## src/common/vic_cfg.svh

```systemverilog
// Register offsets, bit positions, reset values and vectors of the IRQ block
`ifndef VIC_CFG_SVH
`define VIC_CFG_SVH
`define VIC_OFS_CTRL3 12'h000
`define VIC_OFS_GRP_PLO 12'h004
`define VIC_OFS_GRP_PHI 12'h008
`define VIC_OFS_GRP_CT 12'h00C
`define VIC_OFS_CORE 12'h010
`define VIC_OFS_STATUS 12'h014
`define VIC_RST_REG 8'h00
`define VIC_BIT_UART_F 7
`define VIC_BIT_SER_F 6
`define VIC_BIT_G2_F 5
`define VIC_BIT_G1_F 4
`define VIC_BIT_UART_E 3
`define VIC_BIT_SER_E 2
`define VIC_BIT_G2_E 1
`define VIC_BIT_G1_E 0
`define VIC_BIT_GIE 0
`define VIC_VEC_G1 12'h014
`define VIC_VEC_G2 12'h018
`define VIC_VEC_SER 12'h01C
`define VIC_VEC_UART 12'h020
`endif

```

## src/common/vic_pkg.sv

```systemverilog
// Types shared by the vectored interrupt controller
package vic_pkg;
  typedef logic [7:0] vic_reg_t;
  typedef enum logic [1:0] {
    VIC_SRC_G1,
    VIC_SRC_G2,
    VIC_SRC_SER,
    VIC_SRC_UART
  } vic_src_e;
  typedef enum {
    VIC_RUN,
    VIC_SERVICE
  } vic_state_e;
endpackage

```

## src/vic_irq_ctrl.sv

```systemverilog
// Vectored interrupt controller: flags, enables, priority, vectoring, wake
//
// Contract
// - Third control: serial, group2, group1 flags/enables
// - Small variant: bits 7 and 3 read zero
// - Large variant: bit 7 UART flag, bit 3 enable
// - Group low: periodic timers 1/0 flags, enables
// - Group high: periodic timers 3/2 flags, enables
// - Compact group: compact timers 1/0 flags, enables
// - Flag one pending, enable one on, reset zero
// - Source events set flags regardless of enables
// - Disabled source keeps flag, no vector
// - Global enable clear blocks all interrupts
// - Take: push next pc, load vector
// - Return instruction pops saved pc, resumes
// - Taking interrupt clears global enable
// - Requests during service stay pending
// - Stack full blocks acknowledge until pop
// - Fixed priority picks single winning vector
// - Timer sources share group vectors
// - Any flag set raises wake request
// - Any included timer flag sets group flag
// - Group service clears group flag only
// - Own-vector service clears its own flag
`timescale 1ns/1ps
`include "vic_cfg.svh"
module vic_irq_ctrl
  import vic_pkg::*;
#(
  parameter bit LARGE_VARIANT = 1'b1,
  parameter int PC_WIDTH = 12,
  parameter int STACK_DEPTH = 8
) (
  input wire logic ref_clk,
  input wire logic rst_n,
  input wire logic psel,
  input wire logic penable,
  input wire logic pwrite,
  input wire logic [11:0] paddr,
  input wire logic [31:0] pwdata,
  input wire logic [3:0] pstrb,
  output logic [31:0] prdata,
  output logic pready,
  output logic pslverr,
  input wire logic [11:0] timerMatch,
  input wire logic serialEvent,
  input wire logic uartEvent,
  input wire logic instrBoundary,
  input wire logic [PC_WIDTH-1:0] nextPc,
  input wire logic returnFromIrq,
  output logic irqTake,
  output logic [PC_WIDTH-1:0] irqVector,
  output logic [PC_WIDTH-1:0] resumePc,
  output logic resumeValid,
  output logic stackFull,
  output logic wakeReq
);
  localparam int SPW = $clog2(STACK_DEPTH + 1);
  // Index width of the stack array; the pointer is wide enough to count to full
  localparam int AW = $clog2(STACK_DEPTH);

  vic_reg_t ctrl3;
  vic_reg_t grpLo;
  vic_reg_t grpHi;
  vic_reg_t grpCt;
  logic globalIrqEnable;
  logic [PC_WIDTH-1:0] stackMem [STACK_DEPTH];
  logic [SPW-1:0] stackPtr;
  vic_state_e state;

  logic wrEn;
  logic rdEn;
  logic addrOk;
  logic [3:0] grpHit;
  logic [2:0] grpNew;
  logic [3:0] req;
  logic [3:0] win;
  logic take;
  logic next_resumeValid;

  // Match bits 11:8 compact, 7:4 periodic 3/2, 3:0 periodic 1/0,
  // each nibble ordered A1,P1,A0,P0 as in the register flag field.
  // Flag set term: event or bus write of one, set wins over clear.
  function automatic vic_reg_t grp_next(vic_reg_t cur, logic [3:0] ev,
                                        logic wr, logic [7:0] wd);
    vic_reg_t v;
    v = wr ? wd : cur;
    v[7:4] = v[7:4] | ev;
    return v;
  endfunction

  // A group flag rises when any member flag rises
  function automatic logic grp_rise(vic_reg_t cur, vic_reg_t nxt);
    return |(nxt[7:4] & ~cur[7:4]);
  endfunction

  assign addrOk = (paddr == `VIC_OFS_CTRL3) || (paddr == `VIC_OFS_GRP_PLO)
    || (paddr == `VIC_OFS_GRP_PHI) || (paddr == `VIC_OFS_GRP_CT)
    || (paddr == `VIC_OFS_CORE) || (paddr == `VIC_OFS_STATUS);
  assign wrEn = psel && penable && pwrite && addrOk && pstrb[0];
  assign rdEn = psel && penable && !pwrite;
  assign pready = psel && penable;
  assign pslverr = psel && penable && !addrOk;

  logic wCtrl3;
  logic wLo;
  logic wHi;
  logic wCt;
  assign wCtrl3 = wrEn && (paddr == `VIC_OFS_CTRL3);
  assign wLo = wrEn && (paddr == `VIC_OFS_GRP_PLO);
  assign wHi = wrEn && (paddr == `VIC_OFS_GRP_PHI);
  assign wCt = wrEn && (paddr == `VIC_OFS_GRP_CT);

  vic_reg_t next_grpLo;
  vic_reg_t next_grpHi;
  vic_reg_t next_grpCt;
  assign next_grpLo = grp_next(grpLo, timerMatch[3:0], wLo, pwdata[7:0]);
  assign next_grpHi = grp_next(grpHi, timerMatch[7:4], wHi, pwdata[7:0]);
  assign next_grpCt = grp_next(grpCt, timerMatch[11:8], wCt, pwdata[7:0]);

  assign grpNew[0] = grp_rise(grpLo, next_grpLo) | grp_rise(grpHi, next_grpHi);
  assign grpNew[1] = grp_rise(grpCt, next_grpCt);
  assign grpNew[2] = 1'b0;

  // group needs an enabled flagged member
  assign grpHit[0] = |(grpLo[7:4] & grpLo[3:0]) | |(grpHi[7:4] & grpHi[3:0]);
  assign grpHit[1] = |(grpCt[7:4] & grpCt[3:0]);
  assign grpHit[3:2] = 2'b00;

  assign req[VIC_SRC_G1] = ctrl3[`VIC_BIT_G1_F] && ctrl3[`VIC_BIT_G1_E]
    && grpHit[0];
  assign req[VIC_SRC_G2] = ctrl3[`VIC_BIT_G2_F] && ctrl3[`VIC_BIT_G2_E]
    && grpHit[1];
  assign req[VIC_SRC_SER] = ctrl3[`VIC_BIT_SER_F] && ctrl3[`VIC_BIT_SER_E];
  assign req[VIC_SRC_UART] = LARGE_VARIANT && ctrl3[`VIC_BIT_UART_F]
    && ctrl3[`VIC_BIT_UART_E];

  assign win = req & (~req + 4'h1);

  assign stackFull = (stackPtr == SPW'(STACK_DEPTH));
  // take only at boundary with global on and room
  assign take = instrBoundary && globalIrqEnable && !stackFull
    && (|req) && !returnFromIrq;

  always_ff @(posedge ref_clk or negedge rst_n) begin
    if (!rst_n) begin
      ctrl3 <= `VIC_RST_REG;
    end else begin
      vic_reg_t v;
      v = wCtrl3 ? pwdata[7:0] : ctrl3;
      // Service clears are applied before new sets so events win
      if (take) begin
        v = v & ~{win[VIC_SRC_UART], win[VIC_SRC_SER], win[VIC_SRC_G2],
                  win[VIC_SRC_G1], 4'h0};
      end
      v[`VIC_BIT_G1_F] = v[`VIC_BIT_G1_F] | grpNew[0];
      v[`VIC_BIT_G2_F] = v[`VIC_BIT_G2_F] | grpNew[1];
      v[`VIC_BIT_SER_F] = v[`VIC_BIT_SER_F] | serialEvent;
      v[`VIC_BIT_UART_F] = v[`VIC_BIT_UART_F] | uartEvent;
      if (!LARGE_VARIANT) begin
        v[`VIC_BIT_UART_F] = 1'b0;
        v[`VIC_BIT_UART_E] = 1'b0;
      end
      ctrl3 <= v;
    end
  end

  always_ff @(posedge ref_clk or negedge rst_n) begin
    if (!rst_n) begin
      grpLo <= `VIC_RST_REG;
      grpHi <= `VIC_RST_REG;
      grpCt <= `VIC_RST_REG;
    end else begin
      grpLo <= next_grpLo;
      grpHi <= next_grpHi;
      grpCt <= next_grpCt;
    end
  end

  // global enable cleared on take, software may set again
  always_ff @(posedge ref_clk or negedge rst_n) begin
    if (!rst_n) begin
      globalIrqEnable <= 1'b0;
    end else if (take) begin
      globalIrqEnable <= 1'b0;
    end else if (wrEn && paddr == `VIC_OFS_CORE) begin
      globalIrqEnable <= pwdata[`VIC_BIT_GIE];
    end
  end

  always_ff @(posedge ref_clk or negedge rst_n) begin
    if (!rst_n) begin
      stackPtr <= '0;
    end else if (take) begin
      stackPtr <= stackPtr + SPW'(1);
    end else if (returnFromIrq && stackPtr != '0) begin
      stackPtr <= stackPtr - SPW'(1);
    end
  end

  always_ff @(posedge ref_clk) begin
    if (take) begin
      stackMem[stackPtr[AW-1:0]] <= nextPc;
    end
  end

  assign next_resumeValid = returnFromIrq && stackPtr != '0;

  logic [PC_WIDTH-1:0] next_irqVector;
  always_comb begin
    unique case (1'b1)
      win[VIC_SRC_G1]: next_irqVector = PC_WIDTH'(`VIC_VEC_G1);
      win[VIC_SRC_G2]: next_irqVector = PC_WIDTH'(`VIC_VEC_G2);
      win[VIC_SRC_SER]: next_irqVector = PC_WIDTH'(`VIC_VEC_SER);
      win[VIC_SRC_UART]: next_irqVector = PC_WIDTH'(`VIC_VEC_UART);
      default: next_irqVector = '0;
    endcase
  end

  always_ff @(posedge ref_clk or negedge rst_n) begin
    if (!rst_n) begin
      irqTake <= 1'b0;
      irqVector <= '0;
      resumeValid <= 1'b0;
      resumePc <= '0;
      state <= VIC_RUN;
    end else begin
      irqTake <= take;
      resumeValid <= next_resumeValid;
      if (take) begin
        irqVector <= next_irqVector;
        state <= VIC_SERVICE;
      end
      if (next_resumeValid) begin
        resumePc <= stackMem[AW'(stackPtr - SPW'(1))];
        if (stackPtr == SPW'(1)) begin
          state <= VIC_RUN;
        end
      end
    end
  end

  always_ff @(posedge ref_clk or negedge rst_n) begin
    if (!rst_n) begin
      wakeReq <= 1'b0;
    end else begin
      wakeReq <= (|ctrl3[7:4]) || (|grpLo[7:4]) || (|grpHi[7:4])
        || (|grpCt[7:4]);
    end
  end

  // Read data registered; status shows stack depth and service state
  always_ff @(posedge ref_clk or negedge rst_n) begin
    if (!rst_n) begin
      prdata <= '0;
    end else if (psel && !penable && !pwrite) begin
      unique case (paddr)
        `VIC_OFS_CTRL3: prdata <= {24'h000000, ctrl3};
        `VIC_OFS_GRP_PLO: prdata <= {24'h000000, grpLo};
        `VIC_OFS_GRP_PHI: prdata <= {24'h000000, grpHi};
        `VIC_OFS_GRP_CT: prdata <= {24'h000000, grpCt};
        `VIC_OFS_CORE: prdata <= {31'h00000000, globalIrqEnable};
        `VIC_OFS_STATUS: prdata <= {22'h000000, (state == VIC_SERVICE),
          stackFull, 8'(stackPtr)};
        default: prdata <= '0;
      endcase
    end
  end

  // Assertions
  gie_clear_a: assert property (@(posedge ref_clk) disable iff (!rst_n)
    irqTake |-> !globalIrqEnable) else $error("global enable not cleared");
  gie_block_a: assert property (@(posedge ref_clk) disable iff (!rst_n)
    !globalIrqEnable |=> !irqTake) else $error("take with global off");
  full_block_a: assert property (@(posedge ref_clk) disable iff (!rst_n)
    $past(stackFull) |-> !irqTake) else $error("take with stack full");
  small_zero_a: assert property (@(posedge ref_clk) disable iff (!rst_n)
    !LARGE_VARIANT |-> ctrl3[7] == 1'b0 && ctrl3[3] == 1'b0)
    else $error("small variant bits set");
  ser_set_a: assert property (@(posedge ref_clk) disable iff (!rst_n)
    serialEvent |=> ctrl3[`VIC_BIT_SER_F]) else $error("serial flag lost");
  // A match or a bus write of one on a member flag that is still clear makes a rise
  grp_set_a: assert property (@(posedge ref_clk) disable iff (!rst_n)
    (|(timerMatch[11:8] & ~grpCt[7:4])) |=> ctrl3[`VIC_BIT_G2_F])
    else $error("group flag not set");
  member_keep_a: assert property (@(posedge ref_clk) disable iff (!rst_n)
    (take && !wCt) |=> ($past(grpCt[7:4]) & ~grpCt[7:4]) == 4'h0)
    else $error("member flag changed");

  // Service clears: own vectors drop their flag, groups only the group
  own_clear_a: assert property (@(posedge ref_clk) disable iff (!rst_n)
    (take && win[VIC_SRC_SER] && !serialEvent)
    |=> !ctrl3[`VIC_BIT_SER_F])
    else $error("serial flag kept on service");
  uart_clear_a: assert property (@(posedge ref_clk) disable iff (!rst_n)
    (take && win[VIC_SRC_UART] && !uartEvent)
    |=> !ctrl3[`VIC_BIT_UART_F])
    else $error("uart flag kept on service");
  grp_clear_a: assert property (@(posedge ref_clk) disable iff (!rst_n)
    (take && win[VIC_SRC_G1] && !grpNew[0])
    |=> !ctrl3[`VIC_BIT_G1_F])
    else $error("group flag kept on service");

  // Priority and vector selection
  prio_first_a: assert property (@(posedge ref_clk) disable iff (!rst_n)
    (take && req[VIC_SRC_G1])
    |=> irqVector == PC_WIDTH'(`VIC_VEC_G1))
    else $error("group1 not preferred");
  ser_vector_a: assert property (@(posedge ref_clk) disable iff (!rst_n)
    (take && win[VIC_SRC_SER])
    |=> irqVector == PC_WIDTH'(`VIC_VEC_SER))
    else $error("serial vector wrong");

  // Pending requests are not lost while blocked
  flag_keep_a: assert property (@(posedge ref_clk) disable iff (!rst_n)
    (ctrl3[`VIC_BIT_SER_F] && !ctrl3[`VIC_BIT_SER_E] && !wCtrl3)
    |=> ctrl3[`VIC_BIT_SER_F])
    else $error("disabled flag dropped");
  pend_keep_a: assert property (@(posedge ref_clk) disable iff (!rst_n)
    (ctrl3[`VIC_BIT_G2_F] && !wCtrl3 && !(take && win[VIC_SRC_G2]))
    |=> ctrl3[`VIC_BIT_G2_F])
    else $error("pending flag dropped");

  // Take timing against the core
  boundary_a: assert property (@(posedge ref_clk) disable iff (!rst_n)
    irqTake |-> $past(instrBoundary))
    else $error("take off boundary");
  single_take_a: assert property (@(posedge ref_clk) disable iff (!rst_n)
    irqTake |=> !irqTake)
    else $error("take repeated");

  // Return path
  pop_a: assert property (@(posedge ref_clk) disable iff (!rst_n)
    (returnFromIrq && stackPtr != '0)
    |=> stackPtr == $past(stackPtr) - SPW'(1))
    else $error("no pop");
  resume_a: assert property (@(posedge ref_clk) disable iff (!rst_n)
    (returnFromIrq && stackPtr != '0) |=> resumeValid)
    else $error("no resume");

  wake_grp_a: assert property (@(posedge ref_clk) disable iff (!rst_n)
    (|timerMatch[3:0]) |=> ##1 wakeReq)
    else $error("no wake on timer");
  wake_a: assert property (@(posedge ref_clk) disable iff (!rst_n)
    serialEvent |=> ##1 wakeReq) else $error("no wake");
  push_a: assert property (@(posedge ref_clk) disable iff (!rst_n)
    take |=> stackPtr == $past(stackPtr) + SPW'(1))
    else $error("no push");
endmodule

```

## config.mk

```make
export PLATFORM = sky130hd
export DESIGN_NAME = vic_irq_ctrl
export DESIGN_NICKNAME = d
export VERILOG_FILES = /design/src/common/vic_pkg.sv /design/src/vic_irq_ctrl.sv
export VERILOG_INCLUDE_DIRS = /design/src /design/src/common
export SDC_FILE = /design/constraint.sdc
export NUM_CORES = 1
export LEC_CHECK = 0
export BUFFER_PORTS_ARGS = -buffer_cell sky130_fd_sc_hd__buf_4
export CAP_MARGIN = 20
export CORE_MARGIN = 5
export CORE_UTILIZATION = 56
export DETAILED_ROUTE_END_ITERATION = 10
export GPL_TIMING_DRIVEN = 0
export PLACE_DENSITY = 0.8
export SLEW_MARGIN = 10
export SYNTH_ARGS = -nofsm -noshare
export SYNTH_HDL_FRONTEND = slang
export SYNTH_SLANG_ARGS = --single-unit
```

## constraint.sdc

```tcl
create_clock -name ref_clk -period 4.8 [get_ports ref_clk]
set_input_delay 0.72 -clock ref_clk [delete_from_list [all_inputs] [get_ports ref_clk]]
set_output_delay 0.72 -clock ref_clk [all_outputs]
set_load 0.05 [all_outputs]
```

After elaboration in Yosys (flattened, before gate mapping)
Memory sizes are Yosys's and may differ from the RTL's. A register that Yosys moved wholly into a read port is not among the register bits.
Index checks and enable logic that the tools add are counted.
Operators by class
  add/sub/neg operators: 3
  reduce and logical (&&, ||, !) cells: 52
  mux-type cells: 16
  equal/unequal tests: 8
  bitwise operators: 22
Operators by type and width (number)
  $mux 32: 3
  $pmux 10 s6: 1
  $reduce_or 4->1: 11
  $mux 8: 5
  $eq 32x2->1 const B: 1
  $and 4x4->4: 7
  $eq 12x4->1 const B: 2
  $eq 12x5->1 const B: 2
  $pmux 6 s4: 1
  $logic_and 1x1->1: 23
  $not 4->4: 4
  $eq 12x3->1 const B: 1
  $logic_not 12->1: 1
  $or 4x4->4: 3
  $add 4x1->4 const B: 2
  $and 8x8->8: 1
  $logic_or 1x1->1: 8
  $mux 4: 2
  $not 8->8: 1
  $logic_not 1->1: 6
  $or 1x1->1: 6
  $eq 4x1->1 const B: 1
  $eq 4x4->1 const B: 1
  $mux 1: 4
  3 further kinds: 4
Word-level totals
  bits in writable memories: 96
  output and inout port bits: 62
  flip-flop bits (word level): 116
  word-level logic and storage cells: 117
  memories kept: 1
Memories
  stackMem: words 8, width 12, read ports 1, clocked after memory_dff 1, wr ports 1, RTL line vic_irq_ctrl.sv:67  | logic [PC_WIDTH-1:0] stackMem [STACK_DEPTH];

Depth between registers and ports, before layout
Gate-level depths: netlist of the first run.
  depth after elaboration: 15
  mapped depth: 11
  gate-level depth less buffers: 8

Worst setup path after synthesis of the first run
Ideal clock, no wire load.
  path type: reg-to-reg
  start: register stackPtr[0]
  end: memory stackMem[4][0], enable pin
  library setup time: 0.396 ns
  buffers on the path: 3
  arrival time: 3.337 ns
  required time: 4.404 ns
  cell stages (with the launch flop): 12
  clock period less this slack: 3.734 ns
  setup slack: 1.066 ns
  cells stage by stage: dfrtp_1 -> clkbuf_1 -> clkbuf_1 -> inv_1 -> ha_1 -> and3b_1 -> nor3_1 -> o31ai_2 -> inv_2 -> buf_2 -> nand2_1 -> nor3_1
On the way
  word-level cells in the longest chain between the ends: 7
RTL lines
  start, declared: RTL line vic_irq_ctrl.sv:68  | logic [SPW-1:0] stackPtr;
  start signal, assigned: RTL line vic_irq_ctrl.sv:195  | stackPtr <= stackPtr + SPW'(1);
  start signal, assigned: RTL line vic_irq_ctrl.sv:197  | stackPtr <= stackPtr - SPW'(1);
  $eq 4x4->1: RTL line vic_irq_ctrl.sv:140  | assign stackFull = (stackPtr == SPW'(STACK_DEPTH));
  net stackFull: RTL line vic_irq_ctrl.sv:55  | output logic stackFull,
  $logic_not 1->1: RTL line vic_irq_ctrl.sv:142  | assign take = instrBoundary && globalIrqEnable && !stackFull
  $logic_and 1x1->1: RTL line vic_irq_ctrl.sv:142
  $logic_and 1x1->1 (2 in series): RTL line vic_irq_ctrl.sv:143  | && (|req) && !returnFromIrq;
  net take: RTL line vic_irq_ctrl.sv:78  | logic take;
  $mux 1: RTL line vic_irq_ctrl.sv:202  | if (take) begin
  $mux 1 (implied by the code): RTL line vic_irq_ctrl.sv:203  | stackMem[stackPtr[AW-1:0]] <= nextPc;
  end, declared: RTL line vic_irq_ctrl.sv:67
The timed path passes the listed nets, and every way through them passes these cells.

Final worst setup path of the first run
  start: register stackPtr[0]
  end: memory stackMem[7][9], enable pin
On the way
  word-level cells in the longest chain between the ends: 7
RTL lines (RTL line)
  $eq 4x4->1: vic_irq_ctrl.sv:140
  $logic_not 1->1: vic_irq_ctrl.sv:142
  $logic_and 1x1->1: vic_irq_ctrl.sv:142
  $logic_and 1x1->1 (2 in series): vic_irq_ctrl.sv:143
  net take: vic_irq_ctrl.sv:78
  $mux 1: vic_irq_ctrl.sv:202
  $mux 1 (implied by the code): vic_irq_ctrl.sv:203
The timed path passes the listed nets, and every way through them passes these cells.

==> results of run 1 <==
routing by layer:
layer	wire (µm)	up-vias	track usage [%]	part of all wire [%]
met5	0	-	0	0
met2	9170	246	35.8	50
li1	-	2428	-	-
met3	1320	33	5.81	7.2
met1	7400	2633	27.6	40
met4	392	0	6.51	2.1
synth_stat cells, types with 2 or more instances:
| cell | number | area (µm²) |
|---|---|---|
| and3_1 | 5 | 31.3 |
| clkbuf_2 | 3 | 15.0 |
| buf_4 | 31 | 233 |
| edfxtp_1 | 96 | 2880 |
| dfrtp_1 | 98 | 2450 |
| mux4_2 | 28 | 631 |
| a22o_1 | 5 | 43.8 |
| nand2_1 | 65 | 244 |
| ha_1 | 3 | 37.5 |
| a22oi_1 | 20 | 150 |
| nor4_1 | 12 | 75.1 |
| o22ai_1 | 11 | 68.8 |
| a31oi_1 | 3 | 18.8 |
| mux2_2 | 16 | 180 |
| a21oi_1 | 6 | 30.0 |
| buf_2 | 9 | 45.0 |
| or2_2 | 2 | 12.5 |
| a221o_1 | 2 | 20.0 |
| o211ai_1 | 5 | 37.5 |
| o22a_1 | 2 | 17.5 |
| or3_1 | 2 | 12.5 |
| o21ai_0 | 10 | 50.1 |
| and4_1 | 2 | 17.5 |
| nor3_1 | 8 | 40.0 |
| xnor2_1 | 3 | 26.3 |
| clkbuf_1 | 13 | 48.8 |
| a21o_1 | 2 | 15.0 |
| nand4_1 | 6 | 37.5 |
| mux2i_1 | 7 | 70.1 |
| a211o_1 | 9 | 78.8 |
| a41o_1 | 2 | 20.0 |
| and2_1 | 34 | 213 |
| nand3_1 | 2 | 10.0 |
| nor2b_1 | 2 | 12.5 |
| and3b_1 | 2 | 17.5 |
| nor2_1 | 24 | 90.1 |
| inv_1 | 19 | 71.3 |
registers in the layout, indices dropped and copies added (netlist names):
register,flops
ctrl3,8
globalIrqEnable,1
grpCt,8
grpHi,8
grpLo,8
irqTake,1
irqVector,4
prdata,10
resumePc,12
resumeValid,1
stackMem,96
stackPtr,4
state,32
wakeReq,1
logic make-up after synthesis:
| family | Yosys count | share of synthesized area [%] |
|---|---|---|
| flops | 194 | 64.5 |
| other cells | 1 | 0.0453 |
| buf+inv | 77 | 5.17 |
| compound gates | 89 | 8.03 |
| simple gates | 172 | 10.8 |
| fa+ha+maj | 3 | 0.454 |
| xor+xnor | 4 | 0.423 |
| mux | 51 | 10.6 |
final cells by class:
class	instances	area (µm²)
Multi-Input combinational cell	349	2640
Clock inverter	9	100
Inverter	20	75.1
Buffer	57	353
Sequential cell	194	5340
Fill cell	998	4630
Timing Repair Buffer	89	711
Clock buffer	23	458
Tap cell	184	230
stage by stage:
stage | hold slack [ns] | total power [mW] | area (µm²) | std cells | utilization (%)
after CTS | 0.318 | 4.50 | 9900 | 925 | 68.1
final | 0.300 | 4.46 | 9900 | 925 | 68.1
after floorplan | 0.424 | 2.79 | 8380 | 620 | -
after global routing | 0.338 | 4.66 | 9900 | 925 | 68.1
after global placement | 0.454 | 3.12 | 9230 | 886 | 63.5
after detailed placement | 0.464 | 3.15 | 9350 | 893 | 64.3
path summary, 6_finish.rpt:
check                                        startpoint                       end  slack, ns
worst max-delay path            stackPtr[0]$_DFFE_PN0P_  stackMem[7][9]$_DFFE_PP_       0.77
max in group asynchronous                         rst_n        grpHi[7]$_DFF_PN0_       3.83
worst min register to register  resumePc[0]$_DFFE_PN0P_   resumePc[0]$_DFFE_PN0P_       0.48
worst min-delay path                              rst_n       state[22]$_DFF_PN0_       0.30
min in group ref_clk                          uartEvent        ctrl3[7]$_DFF_PN0_       0.46
worst max register to register  stackPtr[0]$_DFFE_PN0P_  stackMem[7][9]$_DFFE_PP_       0.77
power breakdown:
group	internal, mW	switching [mW]	total (mW)
sequential	1.82	0.0443	1.86
combinational	0.484	0.772	1.26
clock	0.740	0.604	1.34
total	3.04	1.42	4.46
worst register-to-register path: cells and delay by family (launching register included):
kind / cells / cell delay [ns]
adder cells (fa/ha/maj): 1 / 0.29
flip-flops: 1 / 0.38
AO/OA/AOI/OAI: 1 / 0.25
AND/OR/NAND/NOR: 4 / 1.34
buffers and inverters: 6 / 1.46
==> flow_summary.yaml, run 1 <==
power_and_ir_drop:
  worst_ir_drop_vdd_mv: 0.539
  power_leakage_nw: 4.23
  powerDensity_nw_per_um2: 451
setup_path:
  crit_arrival_ns: 4.16
  worst_path_largest_cell_delay_ns: 0.51
  number_of_cells_traversed_by_the_worst_register_to_register_path: 12
  critical-path-top-delay-family: "buffers and inverters"
  cp_max_fo: 10
  critical_path.slowest_cell: "nor2_1"
  crit_top_cell: "clkbuf_1"
  timing.critical_path.to_type: "flop"
  worstSetupStartpointType: "flop"
  worstPathBufferInverterCount: 6
  timing.critical_path.cells: "clkbuf_1 > clkbuf_1 > inv_1 > ha_1 > and3b_1 > nor3_1 > o31ai_2 > inv_2 > buf_2 > nand2_1 > nor2_1 > buf_6"
  crit_path_class: "reg2reg"
  timing.critical_path.required_ns: 4.93
  cell_count_along_the_critical_path: 12
die:
  die_area_um2: 17300
  floorplan.rows: 44
  initial_utilization_pct: 56.9
  top_level_ports: 143
  die_w_um: 132
  die-height_um: 132
  core_area_um2: 14500
global_routing:
  grt_pass1_wl_um: 29200
  number_of_antenna_violations_at_the_first_check_in_global_routing: 0
  global_route.overflow_total: 0
  first_global_vias: 5392
  largest_net_degree_at_the_start_of_global_routing: 55
  global_route_usage_sum_pct: 21.4
sta:
  hold_viol: 0
  final.setup.worst_slack_ns: 0.774
  slew-limit-headroom_pct: 48.2
  layout_worst_path_cycle_share_pct: 83.9
  unrepaired_setup_endpoints_after_global_routing: "no"
  timing.final.max_slew_violations: 0
  setup_viol_count_final: 0
  max_freq_mhz: 248
  finalClockSkew_ns: 0.00942
  max_slew.worst_pin.slew_ns: 0.777
  layout_min_cycle_time_ns: 4.03
  setup_total_negative_slack_ns: 0
clocking:
  cts.repair_timing.setup_buffer_count: 0
  worst_skew_pair.late_latency_ns: 0.43
  cts_hold_repair.buffers: 0
  clockRootBuffer: "clkbuf_16"
  cts_buffers: 17
  clk_transition_reported_paths_ns: 0.07
  clock_tree.htree_level_count: 4
  clk_path_buf_depth: 2
  cts-resized-gates: 0
  cts_tree: "built"
  numClockSinks: 194
synth:
  synth-seq-cells: 194
  synth_edf_count: 96
  ys.warnings.count: 0
  postSynth.topFlopCell: "dfrtp_1"
  async_flop_share_pct: 50.5
  synth.distinct_cells: 59
  synth.cell_area_um2: 8280
  syn-mean-instance-area_um2: 14.0
  ys_seq_area_share_pct: 64.5
  netlist_instances: 591
routing:
  num_vias: 5340
  routedWlPerCell_um: 19.8
  drt.antenna.violating_nets: 0
  post_drt_via_cell_ratio: 5.77
  postRouteWirelength_um: 18300
  drtPass1Iterations: 7
  detailedRoute.firstIterationViolations: 627
  drcViolationCount: 0
place:
  gpl_wtd_cong: 0.858
  post-place-ws_ns: 0.831
  dp_hpwl_um: 12700
  placement.io_buffers: 82
final_layout:
  top_library_cells_by_usage_in_the_layout_fill_and_taps_aside: "buf_4 (113), dfrtp_1 (98), edfxtp_1 (96)"
  areaGrowthSynthToFinish_pct: 19.7
  nets_finish: 812
  layout-drive-gt1-share_pct: 29.4
  num_antenna_cells: 0
  layout_commonest_cell: "buf_4"
run:
  maxCapViolCount: 0
hold_path:
  holdCritPathClass: "in2async"
run_status:
  status: "finished, final reports clean"
(Power assumes the default switching activity.)
==> run 2, diff against run 1 <==
ABC_AREA = 1   (was not set)
PLACE_DENSITY = 0.79   (was 0.8)
clock period = 4 ns   (was 4.8 ns; I/O delays follow)
==> run 2 against run 1 <==
Fmax grew 3.8%. Sequential share of layout area shrank 1.7 points. Worst hold slack lost 0.18 ns. Sequential cell count is the same. Die area grew 2.6%. Non-clock buffer count grew 16. Via count grew 25%. Cell area grew 3.3%. Area after synthesis grew 2.9%.
==> flow_summary.yaml, run 2 <==
sta:
  timing.final.max_slew_violations: 0
  fin_worst_hold_slack_ns: 0.121
  setup_viol_count_final: 0
  layout_min_cycle_time_ns: 3.88
  max_slew.worst_pin.slew_ns: 0.670
  finalClockSkew_ns: 0.00917
  final.setup.worst_slack_ns: 0.123
  layout_worst_path_cycle_share_pct: 96.9
  slew-limit-headroom_pct: 55.3
  max_freq_mhz: 258
  hold_viol: 0
place:
  dp_hpwl_um: 14500
  dp.cells: 1154
  gpl_wtd_cong: 0.896
  placement.io_buffers: 85
  postPlaceCellArea_um2: 9610
  post-place-ws_ns: -0.105
global_routing:
  first_global_vias: 6305
  grt_pass1_wl_um: 33500
  largest_net_degree_at_the_start_of_global_routing: 66
  global_route.overflow_total: 0
  global_route_usage_sum_pct: 24.1
  number_of_antenna_violations_at_the_first_check_in_global_routing: 0
power_and_ir_drop:
  pwr-share-comb_pct: 33.4
  power_frac_seq_pct: 39.4
  powerDensity_nw_per_um2: 563
  netSwitchingPower_mw: 2.20
  internal_cell_power_mw: 3.56
  switching_share_of_power_pct: 38.1
  power_leakage_nw: 4.60
  worst_ir_drop_vdd_mv: 0.593
  power.clock.fraction_pct: 27.2
clocking:
  clockRootBuffer: "clkbuf_16"
  numClockSinks: 194
  worst_skew_pair.late_latency_ns: 0.44
  cts_hold_repair.buffers: 0
  cts_tree: "built"
  clk_transition_reported_paths_ns: 0.07
  clk_path_buf_depth: 2
  cts_buffers: 17
  clock_tree.htree_level_count: 4
synth:
  async_flop_share_pct: 50.5
  ys_seq_area_share_pct: 62.7
  netlist_instances: 845
  synth-seq-cells: 194
  synth.distinct_cells: 45
  synth_top_area_share_pct: 33.9
  synth_largest_area_cell: "edfxtp_1"
  synth.cell_area_um2: 8510
  synth_edf_count: 96
  ranking_of_synthesized_cells_by_area: "edfxtp_1 (34%), dfrtp_1 (29%), nand2_1 (8.6%)"
  most_common_cell_in_the_synthesized_netlist: "nand2_1"
  postSynth.topFlopCell: "dfrtp_1"
  syn-mean-instance-area_um2: 10.1
  synth.cells.most_frequent: "nand2_1 (194), dfrtp_1 (98), edfxtp_1 (96)"
  ys.warnings.count: 0
final_layout:
  areaGrowthSynthToFinish_pct: 20.1
  final_design_area_excluding_fillers_um2: 10200
  largest_reg_flops: 96
  top_library_cells_by_usage_in_the_layout_fill_and_taps_aside: "nand2_1 (194), buf_4 (121), dfrtp_1 (98)"
  layout-drive-gt1-share_pct: 19.5
  final_cell_count_without_fillers: 1191
  nets_finish: 1074
  total_area_of_multi_input_combinational_cells_um2: 2690
  layout_commonest_cell: "nand2_1"
  seqCellArea_um2: 5340
  layout.filler_cells: 1137
  fin_util_pct: 68.0
  num_antenna_cells: 0
routing:
  detailedRoute.firstIterationViolations: 868
  num_vias: 6672
  drtPass1Iterations: 5
  post_drt_via_cell_ratio: 5.60
  drt.antenna.violating_nets: 0
  routedWlPerCell_um: 17.7
  postRouteWirelength_um: 21100
  drcViolationCount: 0
setup_path:
  cp_max_fo: 12
  critical_path.reg2reg.startpoint: "stackPtr[0]$_DFFE_PN0P_"
  crit_arrival_ns: 3.95
  timing.critical_path.required_ns: 4.08
  crit_path_class: "reg2reg"
  worstSetupStartpointType: "flop"
  startpoint: "stackPtr[0]$_DFFE_PN0P_"
  timing.critical_path.to_type: "flop"
die:
  core_area_um2: 15000
  die_w_um: 133
  die-height_um: 133
  floorplan.rows: 45
  initial_utilization_pct: 56.6
  top_level_ports: 143
  die_area_um2: 17800
run:
  maxCapViolCount: 0
run_status:
  status: "finished, final reports clean"
hold_path:
  holdCritPathClass: "in2async"
==> run 2: what timing repair did <==
| item | in CTS | in global routing |
|---|---|---|
| resized for setup | 3 | 6 |
| setup buffers | 0 | 5 |
| pin swaps | 0 | 4 |
| endpoints found under the setup margin | 53 | 90 |
==> run 2: path summary, 6_finish.rpt <==
path,end,slack [ns],cells past startpoint
max in group asynchronous,state[11]$_DFF_PN0_,3.19,2
worst max-delay path,stackMem[4][2]$_DFFE_PP_,0.12,12
worst min register to register,prdata[5]$_DFFE_PN0P_,0.49,2
worst min-delay path,grpHi[6]$_DFF_PN0_,0.12,1
worst max register to register,stackMem[4][2]$_DFFE_PP_,0.12,12
min in group ref_clk,ctrl3[6]$_DFF_PN0_,0.35,2
==> run 2: final cells by class <==
type / count / share of cell area [%]
well taps: 188 / 2.30
clock inverters: 11 / 0.893
clock buffers: 21 / 4.31
repair buffers: 97 / 7.50
plain buffers: 65 / 3.89
inverters: 72 / 2.64
multi-input cells: 543 / 26.3
flip-flops and latches: 194 / 52.2
==> run 2: worst max-delay path: stages (launching register included) <==
cell      delay, ns
dfrtp_1        0.42
buf_2          0.27
inv_1          0.10
clkbuf_1       0.27
clkbuf_1       0.38
ha_1           0.38
nand3_1        0.14
inv_1          0.09
nor2_2         0.27
nand2_1        0.20
inv_2          0.22
nand2_1        0.24
nor2_4         0.52
==> run 2: logic make-up after synthesis <==
group	synth area share [%]
compound gates	9.19
xor+xnor	0.514
flops	62.7
buf+inv	7.85
fa+ha+maj	0.441
simple gates	19.3
other cells	0.0440
==> run 2: layer usage <==
metal  vias to the layer above  share of wire [%]  GRT usage (%)
met4                         0                2.1           8.46
met5                         -                  0              0
met1                      3136                 40           32.5
met2                       380                 48           38.4
met3                        48                9.8           6.16
li1                       3108                  -              -
==> run 2: power by group through the flow <==
| stage | logic [mW] | clock network [mW] | registers, mW |
|---|---|---|---|
| final | 1.92 | 1.57 | 2.27 |
| after global routing | 2.07 | 1.68 | 2.28 |
| after CTS | 1.90 | 1.59 | 2.27 |
| after detailed placement | 1.88 | 0 | 2.31 |
| after global placement | 1.81 | 0 | 2.30 |
| after floorplan | 1.04 | 0 | 2.51 |
==> run 2: through the flow <==
step           total power, mW  setup TNS [ns]
6_report                  5.76               0
5_1_grt                   6.03          -0.337
2_1_floorplan             3.56               0
3_5_place_dp              4.18           -2.53
4_1_cts                   5.75           -3.77
3_3_place_gp              4.12          -54.58
